File: src/rtl/swflt_consts.svh
`ifndef SWFLT_CONSTS_SVH
`define SWFLT_CONSTS_SVH

// Register byte offsets
`define SWFLT_OFF_CTRL 12'h000
`define SWFLT_OFF_CFG 12'h004
`define SWFLT_OFF_STAT 12'h008
`define SWFLT_OFF_IRQ_STAT 12'h00c
`define SWFLT_OFF_IRQ_CLR 12'h010
`define SWFLT_OFF_IRQ_EN 12'h014
`define SWFLT_OFF_FLAG 12'h018

// CTRL fields
`define SWFLT_CTRL_CMD 0
`define SWFLT_CTRL_UVDIS 1
// CFG fields
`define SWFLT_CFG_LOW_LSB 0
`define SWFLT_CFG_HIGH 3
`define SWFLT_CFG_BLANK_LSB 4
// Interrupt bits
`define SWFLT_IRQ_LOW 0
`define SWFLT_IRQ_HIGH 1
`define SWFLT_IRQ_UV 2
`define SWFLT_IRQ_GND 3

`define SWFLT_CFG_RESET 32'h0000_0000
`define SWFLT_CTRL_RESET 32'h0000_0000

// Blanking times in ns per two-bit code
`define SWFLT_BLANK0_NS 1000
`define SWFLT_BLANK1_NS 2000
`define SWFLT_BLANK2_NS 4000
`define SWFLT_BLANK3_NS 8000
`define SWFLT_CLK_NS 8
`define SWFLT_CYC(ns) (((ns) + `SWFLT_CLK_NS - 1) / `SWFLT_CLK_NS)

`endif

File: src/rtl/swflt_pkg.sv
package swflt_pkg;

  typedef enum logic [1:0] {
    SWFLT_OFF = 2'b00,
    SWFLT_ON = 2'b01,
    SWFLT_TRIP = 2'b11,
    SWFLT_WAIT_OFF = 2'b10
  } swflt_state_type;

  typedef struct packed {
    logic low_reached;
    logic high_reached;
    logic supply_low;
    logic gnd_lost;
  } swflt_sense_type;

  typedef struct packed {
    logic [2:0] low_sel;
    logic high_sel;
    logic [1:0] blank_sel;
  } swflt_cfg_type;

endpackage

File: src/rtl/swflt_top.sv
// Operation
// - The low trip level is chosen from eight codes and the high trip level from two codes by configuration.
// - Low and high current comparisons are watched at the same time and each can trip on its own.
// - Current at the low level for longer than the blanking period latches the output off and records a fault.
// - Current at the high level latches the fault and turns the output off at once, with no blanking.
// - After any overcurrent trip the output stays off until the command goes off and then on again.
// - The effective command is the direct drive input or the serial command bit, whichever asks for on.
// - Loss of ground turns the output off whatever state it was in.
// - Supply below threshold with protection enabled turns the output off, pulls the fault pin low and sets the flag.
// - If the command is still on at supply recovery, pin and output stay faulted until the command cycles; flag holds until read.
// - With supply protection disabled, neither pin nor flag report and the output is not changed by low supply.
// - The fault pin releases when a fault clears, except after overcurrent or a supply fault with the command on, where it stays low until the latch releases.
`timescale 1ns/1ps
`default_nettype none
`include "swflt_consts.svh"
module swflt_top
  import swflt_pkg::*;
(
  input wire logic clk_i,
  input wire logic rstn_i,
  input wire logic clk_en_i,
  input wire logic psel_i,
  input wire logic penable_i,
  input wire logic pwrite_i,
  input wire logic [11:0] paddr_i,
  input wire logic [31:0] pwdata_i,
  output logic [31:0] prdata_o,
  output logic pready_o,
  output logic pslverr_o,
  input wire logic drive_i,
  input wire logic [7:0] low_trip_current_i,
  input wire logic [1:0] high_trip_current_i,
  input wire logic supply_low_i,
  input wire logic gnd_lost_i,
  output logic switch_on_o,
  output logic fault_indicator_n_o,
  output logic irq_o
);

  swflt_state_type st_q, st_d;
  swflt_sense_type sense;
  swflt_cfg_type cfg;
  logic [31:0] ctrl, cfg_word, stat;
  logic cmd, supply_low_protect_disable, uv_act, low_over, high_over, low_exp;
  logic oc_trip, uv_latched_q, uv_latched_d, flag_q, flag_d;
  logic on_q, on_d, fs_n_q, fs_n_d, flag_read;
  logic [3:0] events;

  assign sense = '{low_reached: low_trip_current_i[cfg.low_sel],
                   high_reached: high_trip_current_i[cfg.high_sel],
                   supply_low: supply_low_i,
                   gnd_lost: gnd_lost_i};
  assign cfg = '{low_sel: cfg_word[`SWFLT_CFG_LOW_LSB +: 3],
                 high_sel: cfg_word[`SWFLT_CFG_HIGH],
                 blank_sel: cfg_word[`SWFLT_CFG_BLANK_LSB +: 2]};

  assign cmd = drive_i | ctrl[`SWFLT_CTRL_CMD];
  assign supply_low_protect_disable = ctrl[`SWFLT_CTRL_UVDIS];
  assign uv_act = sense.supply_low && !supply_low_protect_disable;
  // Both comparisons only matter while driving; they run side by side
  assign low_over = (st_q == SWFLT_ON) && sense.low_reached;
  assign high_over = (st_q == SWFLT_ON) && sense.high_reached;
  assign oc_trip = high_over || low_exp;

  swflt_blank_timer u_blank (
    .clk_i(clk_i),
    .rstn_i(rstn_i),
    .en_i(clk_en_i),
    .over_i(low_over),
    .sel_i(cfg.blank_sel),
    .expired_o(low_exp)
  );

  always_comb begin
    st_d = st_q;
    uv_latched_d = uv_latched_q;
    case (st_q)
      SWFLT_OFF: begin
        if (cmd && !uv_act && !sense.gnd_lost && !uv_latched_q) begin
          st_d = SWFLT_ON;
        end
      end
      SWFLT_ON: begin
        if (!cmd) begin
          st_d = SWFLT_OFF;
        end else if (oc_trip) begin
          st_d = SWFLT_TRIP;
        end else if (sense.gnd_lost) begin
          st_d = SWFLT_OFF;
        end else if (uv_act) begin
          st_d = SWFLT_OFF;
        end
      end
      // Latched off until the command is seen off
      SWFLT_TRIP: begin
        if (!cmd) begin
          st_d = SWFLT_WAIT_OFF;
        end
      end
      SWFLT_WAIT_OFF: begin
        st_d = SWFLT_OFF;
      end
      default: st_d = SWFLT_OFF;
    endcase
    // Low supply with command on latches until the command drops
    if (uv_act && cmd) begin
      uv_latched_d = 1'b1;
    end else if (!cmd) begin
      uv_latched_d = 1'b0;
    end
    flag_d = flag_q;
    if (flag_read) begin
      flag_d = 1'b0;
    end
    if (uv_act) begin
      flag_d = 1'b1;
    end
    on_d = (st_d == SWFLT_ON);
    // Pin follows live supply faults, not ground loss, but overcurrent and latched supply faults hold it
    fs_n_d = !(uv_act || uv_latched_d || st_d == SWFLT_TRIP);
  end

  assign events = {sense.gnd_lost && st_q == SWFLT_ON, uv_act && !flag_q,
                   high_over, low_exp && !high_over};
  assign stat = {26'h0, uv_latched_q, flag_q, !fs_n_q, st_q == SWFLT_TRIP, st_q};

  swflt_apb_regs u_regs (
    .clk_i(clk_i),
    .rstn_i(rstn_i),
    .en_i(clk_en_i),
    .psel_i(psel_i),
    .penable_i(penable_i),
    .pwrite_i(pwrite_i),
    .paddr_i(paddr_i),
    .pwdata_i(pwdata_i),
    .prdata_o(prdata_o),
    .pready_o(pready_o),
    .pslverr_o(pslverr_o),
    .events_i(events),
    .stat_i(stat),
    .uv_flag_i(flag_q),
    .ctrl_o(ctrl),
    .cfg_o(cfg_word),
    .flag_read_o(flag_read),
    .irq_o(irq_o)
  );

  always_ff @(posedge clk_i or negedge rstn_i) begin
    if (!rstn_i) begin
      st_q <= SWFLT_OFF;
      uv_latched_q <= 1'b0;
      flag_q <= 1'b0;
      on_q <= 1'b0;
      fs_n_q <= 1'b1;
    end else if (clk_en_i) begin
      st_q <= st_d;
      uv_latched_q <= uv_latched_d;
      flag_q <= flag_d;
      on_q <= on_d;
      fs_n_q <= fs_n_d;
    end
  end

  assign switch_on_o = on_q;
  assign fault_indicator_n_o = fs_n_q;

  a_high_trip_now: assert property (@(posedge clk_i) disable iff (!rstn_i)
    clk_en_i && st_q == SWFLT_ON && sense.high_reached && cmd |=> !switch_on_o && st_q == SWFLT_TRIP)
    else $error("high trip did not act at once");
  a_low_trip_latch: assert property (@(posedge clk_i) disable iff (!rstn_i)
    clk_en_i && low_exp && cmd |=> st_q == SWFLT_TRIP) else $error("low trip not latched");
  a_trip_holds_off: assert property (@(posedge clk_i) disable iff (!rstn_i)
    st_q == SWFLT_TRIP && cmd |=> !switch_on_o) else $error("output on while tripped");
  a_trip_pin_low: assert property (@(posedge clk_i) disable iff (!rstn_i)
    clk_en_i && st_q == SWFLT_TRIP && cmd |=> !fault_indicator_n_o) else $error("pin released in trip");
  a_gnd_off: assert property (@(posedge clk_i) disable iff (!rstn_i)
    clk_en_i && sense.gnd_lost |=> !switch_on_o) else $error("output on with ground lost");
  a_uv_off_flag: assert property (@(posedge clk_i) disable iff (!rstn_i)
    clk_en_i && uv_act |=> !switch_on_o && !fault_indicator_n_o && flag_q)
    else $error("supply low not handled");
  a_uv_hold_cmd: assert property (@(posedge clk_i) disable iff (!rstn_i)
    clk_en_i && uv_latched_q && cmd |=> !fault_indicator_n_o && !switch_on_o)
    else $error("supply latch released early");
  a_uv_disabled: assert property (@(posedge clk_i) disable iff (!rstn_i)
    clk_en_i && supply_low_protect_disable && !$past(uv_act) && !uv_latched_q && !flag_q |=> !flag_q)
    else $error("flag set while disabled");
  a_cmd_on_or: assert property (@(posedge clk_i) disable iff (!rstn_i)
    clk_en_i && st_q == SWFLT_OFF && drive_i && !uv_act && !sense.gnd_lost && !uv_latched_q |=> switch_on_o)
    else $error("direct drive ignored");

  c_high_trip: cover property (@(posedge clk_i) st_q == SWFLT_ON ##1 st_q == SWFLT_TRIP);
  c_recover: cover property (@(posedge clk_i) st_q == SWFLT_WAIT_OFF ##1 st_q == SWFLT_OFF ##[1:5] switch_on_o);
  c_uv_latch: cover property (@(posedge clk_i) uv_latched_q && !cmd);

endmodule
`default_nettype wire

File: src/rtl/swflt_blank_timer.sv
`timescale 1ns/1ps
`default_nettype none
`include "swflt_consts.svh"
module swflt_blank_timer
  import swflt_pkg::*;
(
  input wire logic clk_i,
  input wire logic rstn_i,
  input wire logic en_i,
  input wire logic over_i,
  input wire logic [1:0] sel_i,
  output logic expired_o
);

  logic [10:0] cnt_q, cnt_d;

  function automatic logic [10:0] blank_cycles(input logic [1:0] sel);
    case (sel)
      2'd0: blank_cycles = 11'(`SWFLT_CYC(`SWFLT_BLANK0_NS));
      2'd1: blank_cycles = 11'(`SWFLT_CYC(`SWFLT_BLANK1_NS));
      2'd2: blank_cycles = 11'(`SWFLT_CYC(`SWFLT_BLANK2_NS));
      default: blank_cycles = 11'(`SWFLT_CYC(`SWFLT_BLANK3_NS));
    endcase
  endfunction

  always_comb begin
    cnt_d = cnt_q;
    if (!over_i) begin
      cnt_d = '0;
    end else if (cnt_q <= blank_cycles(sel_i)) begin
      cnt_d = cnt_q + 11'h001;
    end
  end

  // Expires once the condition has stood longer than the blanking period
  assign expired_o = over_i && (cnt_q > blank_cycles(sel_i));

  always_ff @(posedge clk_i or negedge rstn_i) begin
    if (!rstn_i) begin
      cnt_q <= 11'h000;
    end else if (en_i) begin
      cnt_q <= cnt_d;
    end
  end

  a_blank_clears: assert property (@(posedge clk_i) disable iff (!rstn_i)
    en_i && !over_i |=> cnt_q == 11'h000) else $error("blank timer not cleared");

endmodule
`default_nettype wire

File: src/rtl/swflt_apb_regs.sv
`timescale 1ns/1ps
`default_nettype none
`include "swflt_consts.svh"
module swflt_apb_regs
  import swflt_pkg::*;
(
  input wire logic clk_i,
  input wire logic rstn_i,
  input wire logic en_i,
  input wire logic psel_i,
  input wire logic penable_i,
  input wire logic pwrite_i,
  input wire logic [11:0] paddr_i,
  input wire logic [31:0] pwdata_i,
  output logic [31:0] prdata_o,
  output logic pready_o,
  output logic pslverr_o,
  input wire logic [3:0] events_i,
  input wire logic [31:0] stat_i,
  input wire logic uv_flag_i,
  output logic [31:0] ctrl_o,
  output logic [31:0] cfg_o,
  output logic flag_read_o,
  output logic irq_o
);

  logic [31:0] ctrl_q, ctrl_d, cfg_q, cfg_d, rdata_q, rdata_d;
  logic [3:0] ist_q, ist_d, ien_q, ien_d;
  logic rdy_q, rdy_d, err_q, err_d, irq_q, irq_d, frd_q, frd_d;
  logic acc, wr, rd;

  always_comb begin
    acc = psel_i && penable_i && !rdy_q;
    wr = acc && pwrite_i;
    rd = acc && !pwrite_i;
    ctrl_d = ctrl_q;
    cfg_d = cfg_q;
    ien_d = ien_q;
    ist_d = ist_q;
    rdata_d = rdata_q;
    err_d = 1'b0;
    frd_d = 1'b0;
    rdy_d = acc;
    if (wr) begin
      case (paddr_i)
        `SWFLT_OFF_CTRL: ctrl_d = pwdata_i & 32'h0000_0003;
        `SWFLT_OFF_CFG: cfg_d = pwdata_i & 32'h0000_003f;
        `SWFLT_OFF_IRQ_CLR: ist_d = ist_q & ~pwdata_i[3:0];
        `SWFLT_OFF_IRQ_EN: ien_d = pwdata_i[3:0];
        `SWFLT_OFF_STAT, `SWFLT_OFF_IRQ_STAT, `SWFLT_OFF_FLAG: ;
        default: err_d = 1'b1;
      endcase
    end
    if (rd) begin
      case (paddr_i)
        `SWFLT_OFF_CTRL: rdata_d = ctrl_q;
        `SWFLT_OFF_CFG: rdata_d = cfg_q;
        `SWFLT_OFF_STAT: rdata_d = stat_i;
        `SWFLT_OFF_IRQ_STAT: rdata_d = {28'h0, ist_q};
        `SWFLT_OFF_IRQ_EN: rdata_d = {28'h0, ien_q};
        `SWFLT_OFF_IRQ_CLR: rdata_d = 32'h0;
        `SWFLT_OFF_FLAG: begin
          rdata_d = {31'h0, uv_flag_i};
          frd_d = 1'b1;
        end
        default: begin
          rdata_d = 32'h0;
          err_d = 1'b1;
        end
      endcase
    end
    // Set wins over a same-cycle clear
    ist_d = ist_d | events_i;
    irq_d = |(ist_d & ien_d);
  end

  always_ff @(posedge clk_i or negedge rstn_i) begin
    if (!rstn_i) begin
      ctrl_q <= `SWFLT_CTRL_RESET;
      cfg_q <= `SWFLT_CFG_RESET;
      rdata_q <= 32'h0;
      ist_q <= 4'h0;
      ien_q <= 4'h0;
      rdy_q <= 1'b0;
      err_q <= 1'b0;
      irq_q <= 1'b0;
      frd_q <= 1'b0;
    end else if (en_i) begin
      ctrl_q <= ctrl_d;
      cfg_q <= cfg_d;
      rdata_q <= rdata_d;
      ist_q <= ist_d;
      ien_q <= ien_d;
      rdy_q <= rdy_d;
      err_q <= err_d;
      irq_q <= irq_d;
      frd_q <= frd_d;
    end
  end

  assign ctrl_o = ctrl_q;
  assign cfg_o = cfg_q;
  assign prdata_o = rdata_q;
  assign pready_o = rdy_q;
  assign pslverr_o = err_q;
  assign irq_o = irq_q;
  assign flag_read_o = frd_q;

endmodule
`default_nettype wire

File: config.mk
export PLATFORM = sky130hd
export DESIGN_NAME = swflt_top
export DESIGN_NICKNAME = d
export VERILOG_FILES = /design/src/rtl/swflt_pkg.sv /design/src/rtl/swflt_top.sv /design/src/rtl/swflt_blank_timer.sv /design/src/rtl/swflt_apb_regs.sv
export VERILOG_INCLUDE_DIRS = /design/src /design/src/rtl
export SDC_FILE = /design/constraint.sdc
export NUM_CORES = 1
export LEC_CHECK = 0
export BUFFER_PORTS_ARGS = -buffer_cell sky130_fd_sc_hd__buf_2
export CELL_PAD_IN_SITES_DETAIL_PLACEMENT = 0
export CELL_PAD_IN_SITES_GLOBAL_PLACEMENT = 1
export CORE_AREA = 2 2 87 89
export CTS_CLUSTER_DIAMETER = 60
export DETAILED_ROUTE_END_ITERATION = 7
export DIE_AREA = 0 0 89 91
export PLACE_DENSITY_LB_ADDON = 0.05
export SYNTH_ARGS = -nofsm -noshare
export SYNTH_HDL_FRONTEND = slang
export SYNTH_SLANG_ARGS = --single-unit
File: constraint.sdc
create_clock -name clk_i -period 4 [get_ports clk_i]
set_clock_uncertainty 0.2 [all_clocks]
set_input_delay 0.8 -clock clk_i [delete_from_list [all_inputs] [get_ports clk_i]]
set_output_delay 0.8 -clock clk_i [all_outputs]
set_load 0.02 [all_outputs]
==> results of run 1 <==
## path summary, 6_finish.rpt
path,depth (start not counted),startpoint,slack [ns],to
max,8,low_trip_current_i[5],1.16,u_blank.cnt_q[9]$_DFFE_PN0P_
min,2,u_regs.prdata_o[3]$_DFFE_PN0P_,0.28,u_regs.prdata_o[3]$_DFFE_PN0P_
max reg2reg,7,u_regs.cfg_o[0]$_DFFE_PN0P_,1.24,u_blank.cnt_q[9]$_DFFE_PN0P_
min reg2reg,2,u_regs.prdata_o[3]$_DFFE_PN0P_,0.28,u_regs.prdata_o[3]$_DFFE_PN0P_
max in group asynchronous,1,rstn_i,2.53,switch_on_o$_DFFE_PN0P_
min in group asynchronous,1,rstn_i,0.46,u_blank.cnt_q[9]$_DFFE_PN0P_
## cells in the mapped netlist, types with 5 or more instances
cell,number
buf_4,26
nand2_1,39
ha_1,9
dfrtp_1,42
o21ai_0,17
a21oi_1,6
clkbuf_1,6
or4_1,6
inv_1,11
nand3_1,9
a22o_1,6
nor2_1,22
mux2_2,11
o31ai_1,5
## stage by stage
step                      power, mW  worst slack (ns)  std cells  area (um2)  hold slack [ns]
after global placement        0.722             0.846        438        3020            0.258
after global routing           1.13              1.07        446        3130            0.296
after CTS                      1.07              1.17        446        3130            0.286
final                          1.06              1.16        446        3130            0.276
after floorplan               0.658              1.37        323        2870            0.270
after detailed placement      0.723             0.846        438        3020            0.265
## kinds of logic (layout without fill, tap and decap cells)
family / after synthesis / count (layout) / share of synthesized area
compound gates: 68 / 68 / 0.178
mux: 16 / 16 / 0.0729
flops: 43 / 43 / 0.388
fa+ha+maj: 9 / 9 / 0.0405
other cells: 1 / 26 / 0.00135
buf+inv: 46 / 70 / 0.100
simple gates: 115 / 115 / 0.219
## power breakdown
part / total [mW] / switching (mW) / internal, mW
logic: 0.207 / 0.134 / 0.0723
clock network: 0.348 / 0.161 / 0.186
registers: 0.508 / 0.0456 / 0.463
total: 1.06 / 0.342 / 0.721
## routing by layer
| layer | share of wire | GRT usage |
|---|---|---|
| met5 | 0 | 0 |
| met4 | 0.016 | 0.0522 |
| met3 | 0.053 | 0.0291 |
| met2 | 0.43 | 0.242 |
| met1 | 0.50 | 0.278 |
## flip-flops by register name, summed over array words and instances, names as in the netlist
| signal | cells |
|---|---|
| u_regs.irq_o | 1 |
| st_q | 2 |
| u_regs.ien_q | 4 |
| u_regs.cfg_o | 6 |
| fault_indicator_n_o | 1 |
| u_regs.ctrl_o | 2 |
| switch_on_o | 1 |
| u_regs.ist_q | 4 |
| u_regs.pslverr_o | 1 |
| uv_latched_q | 1 |
| u_regs.pready_o | 1 |
| u_blank.cnt_q | 11 |
| u_regs.prdata_o | 6 |
| flag_q | 1 |
| u_regs.flag_read_o | 1 |
## layout make-up
type | instances | area, um2
clock inverters | 3 | 43.8
repair buffers | 50 | 258
inverters | 12 | 45.0
well taps | 99 | 124
fillers | 767 | 4000
multi-input cells | 234 | 1520
flip-flops and latches | 43 | 1080
clock buffers | 5 | 68.8
## critical path, delay by kind of cell
family / cells / cell delay (ns)
AO/OA/AOI/OAI: 2 / 0.24
buffers and inverters: 2 / 0.33
multiplexers: 2 / 0.77
AND/OR/NAND/NOR: 2 / 0.73
==> out/results.ini, run 1 <==
[outcome]
status = finished, final reports clean

[synthesis]
yosysUniqueCellTypes = 61
syn_inst = 298
synthFlopType = dfrtp_1
synthArstFlopShare = 1.00
yosysTopAreaCellShare = 0.378
synth_area_leaders = dfrtp_1 38%, buf_4 7.0%, nand2_1 5.3%, mux2_2 4.5%, ha_1 4.1%
synth_edf_count = 0
ys_seq_area_frac = 0.388
synthesis.area_mm2 = 0.00278
synth_largest_area_cell = dfrtp_1
ys_ff_latch = 43
avgSynthCellArea_um2 = 9.33
ys_warn_count = 0

[timing]
setup_viol = 0
hold_viol_final = 0
maxSlewHeadroom = 0.338
worst_slew_pin_slew_ns = 0.993
final.period_utilization = 0.709
timing.fmax_mhz = 353
period_minus_slack_ns = 2.84
rsz0062_at_grt = no
setup_tns_ns = 0
finalMaxSlewViolations = 0

[layout]
layout_commonest_cell = buf_2
nNetsFinal = 418
fin_util = 0.439
antennaDiodeCount = 0
final_cell_mix = 47 x buf_2, 42 x dfrtp_1, 39 x nand2_1, 26 x conb_1, 22 x nor2_1
drive_gt1_frac = 0.228
syn_to_final_growth_pct = 12.7

[clock_network]
cts_buffers = 5
cts_tree = yes
clock_path_buffers = 2
hold_buffers = 0
post-cts-setup-buffers = 0
cts.sinks = 43
htreeDepth = 2
root_buffer = clkbuf_8
cts_resized = 0
clock_latency_ns = 0.30
clk_pin_slew_ns = 0.09

[die]
ios = 100
die_h_um = 91
die_w_um = 89
initial_core_util = 0.389
fp-row-count = 31
dieArea_mm2 = 0.00810
core_mm2 = 0.00714

[drt]
drt_first_pass_iters = 4
wl_per_cell_um = 15.7
viasPerCell = 5.31
initialDrtViolationCount = 110
vias = 2367
drc = 0
ant_nets = 0
wl_um = 7000

[critical_path]
crit_chain = buf_2 -> mux4_1 -> mux2i_1 -> nand2b_2 -> a211oi_2 -> buf_4 -> or4_1 -> a21oi_1
setup.worst_path.start_class = primary input
worstPathRequired_ns = 4.03
cp-end-kind = flop
cp_slowest_stage_delay_ns = 0.51
worstPathMaxFanout = 19
crit_path_top_delay_cell = or4_1
crit_arrival_ns = 2.87
crit_type = in -> reg

[grt]
antenna_found_initial = 0
grt_usage = 0.176
grt_pass1_wl_um = 10900
grt_max_degree = 44
grt_pass1_vias = 2067
grt.overflow.total = 0

[placement]
place.detailed.hpwl_um = 5310
gp_congestion = 0.769
place.port_buffers = 47

[power_and_ir_drop]
p_leak_nw = 1.46
ir_drop_mv = 0.245
power_density_mw_per_mm2 = 339

[min_path]
min_path_type = reg -> reg

[run]
cap_viol_max_count = 0

No activity file was read; power rests on OpenSTA's default activity.
==> run 2, diff against run 1 <==
Settings changed: ABC_AREA from default to 1, CORE_AREA 2 2 87 89 to 2 2 95 97, DIE_AREA 0 0 89 91 to 0 0 97 99.
Clock period 4 ns to 2.9 ns, I/O delays scaled along.
==> out/results.ini, run 2 <==
[layout]
top_register = u_blank.cnt_q
antennaDiodeCount = 0
nNetsFinal = 543
syn_to_final_growth_pct = 11.3
drive_gt1_frac = 0.180
layout_commonest_cell = nand2_1
fin_util = 0.395
final_cell_mix = 126 x nand2_1, 54 x inv_1, 47 x buf_2, 42 x dfrtp_1, 35 x nor2_1
largest_reg_flops = 11

[timing]
final.period_utilization = 0.800
setup_tns_ns = 0
setup_viol = 0
maxSlewHeadroom = 0.523
rsz0062_at_grt = no
worst_slew_pin_slew_ns = 0.715
period_minus_slack_ns = 2.32
hold_viol_final = 0
finalMaxSlewViolations = 0
timing.fmax_mhz = 431

[clock_network]
clock_latency_ns = 0.31
root_buffer = clkbuf_8
cts.sinks = 43
clk_pin_slew_ns = 0.10
cts_resized = 0
cts_buffers = 5
hold_buffers = 0
cts_tree = yes
clock_path_buffers = 2
htreeDepth = 2
post-cts-setup-buffers = 0

[grt]
antenna_found_initial = 0
grt_max_degree = 27
grt_usage = 0.173
grt_pass1_vias = 2472
grt_pass1_wl_um = 13200
grt.overflow.total = 0

[drt]
drc = 0
drt_first_pass_iters = 4
initialDrtViolationCount = 111
wl_um = 8170
viasPerCell = 4.62
ant_nets = 0
wl_per_cell_um = 14.1
vias = 2681

[critical_path]
cp-end-kind = flop
crit_top_cell = nand2_1
worstPathRequired_ns = 2.94
crit_type = reg -> reg
setup.worst_path.start_class = flop
worstPathMaxFanout = 12
crit_path_top_delay_cell = nor2_2
cp_slowest_stage_delay_ns = 0.57
crit_arrival_ns = 2.36
crit_chain = nor2_1 -> nor2_1 -> nand2_1 -> nand2_1 -> nor2_2 -> nor2_2 -> nand2_4 -> o21ai_0 -> nand2_1 -> nand3_1

[power_and_ir_drop]
p_leak_nw = 1.85
ir_drop_mv = 0.154
power_density_mw_per_mm2 = 365

[placement]
place.detailed.hpwl_um = 6420
gp_congestion = 0.793
place.port_buffers = 47

[synthesis]
avgSynthCellArea_um2 = 7.23
synth_area_leaders = dfrtp_1 35%, nand2_1 16%, buf_4 6.7%, inv_1 6.7%, nand3_1 4.4%
synth_edf_count = 0
synth_largest_area_cell = dfrtp_1
ys_seq_area_frac = 0.355
yosysUniqueCellTypes = 42
synthesis.area_mm2 = 0.00304
syn_inst = 420
ys_warn_count = 0
synthFlopType = dfrtp_1
yosysTopAreaCellShare = 0.346
synthArstFlopShare = 1.00
synthTopCellsByCount = 126 x nand2_1, 54 x inv_1, 42 x dfrtp_1, 35 x nor2_1
ys_ff_latch = 43
yosysMostFrequentCell = nand2_1

[die]
ios = 100
core_mm2 = 0.00855
die_w_um = 97
dieArea_mm2 = 0.00960
initial_core_util = 0.355
fp-row-count = 34
die_h_um = 99

[min_path]
min_path_type = in -> async

[outcome]
status = finished, final reports clean

[run]
cap_viol_max_count = 0

## run 2: cells by family after synthesis
| kind of cell | after synthesis | share of synthesized area |
|---|---|---|
| adder cells (fa/ha/maj) | 9 | 0.0371 |
| multiplexers | 2 | 0.00742 |
| AND/OR/NAND/NOR | 220 | 0.326 |
| buffers and inverters | 90 | 0.156 |
| flip-flops | 43 | 0.355 |
| other | 1 | 0.00123 |
| XOR/XNOR | 8 | 0.0231 |
| AO/OA/AOI/OAI | 47 | 0.0944 |
## run 2: path summary, 6_finish.rpt
check,start,end,slack (ns),cells past startpoint
setup / recovery,u_regs.cfg_o[0]$_DFFE_PN0P_,u_regs.irq_o$_DFFE_PN0P_,0.58,10
hold / removal,rstn_i,u_regs.prdata_o[2]$_DFFE_PN0P_,0.10,1
setup reg to reg,u_regs.cfg_o[0]$_DFFE_PN0P_,u_regs.irq_o$_DFFE_PN0P_,0.58,10
hold reg to reg,u_regs.prdata_o[5]$_DFFE_PN0P_,u_regs.prdata_o[5]$_DFFE_PN0P_,0.29,2
max in group asynchronous,rstn_i,fault_indicator_n_o$_DFFE_PN1P_,1.72,2
min in group clk_i,u_regs.prdata_o[5]$_DFFE_PN0P_,u_regs.prdata_o[5]$_DFFE_PN0P_,0.29,2
## run 2: power by group
group	internal [mW]	switching [mW]	total, mW
registers	0.621	0.0127	0.634
logic	0.0535	0.131	0.185
clock network	0.173	0.242	0.415
## run 2: critical path, delay by kind of cell, from the launching register on
kind | cells | cell delay (ns)
flops | 1 | 0.51
compound gates | 1 | 0.28
simple gates | 9 | 1.25
## run 2: area by class of cell
cell class	count	area (um2)
clock buffer	5	68.8
sequential	43	1080
fill	955	5170
tap	108	135
timing repair buffer	52	273
multi-input combinational	312	1580
inverter	57	221
clock inverter	3	23.8
## run 2: layer usage
metal / global-route usage / vias to the layer above / share of wire
met5: 0 / - / 0
met2: 0.255 / 60 / 0.43
met4: 0.0379 / 0 / 0.0050
li1: - / 1388 / -
met1: 0.266 / 1231 / 0.52
met3: 0.0291 / 2 / 0.045
## run 2: metrics by stage
| step | std cells | area, um2 | total power [mW] | hold WS [ns] | setup WS [ns] |
|---|---|---|---|---|---|
| after CTS | 580 | 3380 | 1.26 | 0.108 | 0.543 |
| final | 580 | 3380 | 1.23 | 0.101 | 0.581 |
| after floorplan | 445 | 3130 | 0.786 | 0.0844 | 0.866 |
| after global routing | 580 | 3380 | 1.30 | 0.132 | 0.324 |
| after global placement | 572 | 3290 | 0.831 | 0.260 | 0.464 |
| after detailed placement | 572 | 3290 | 0.832 | 0.265 | 0.454 |
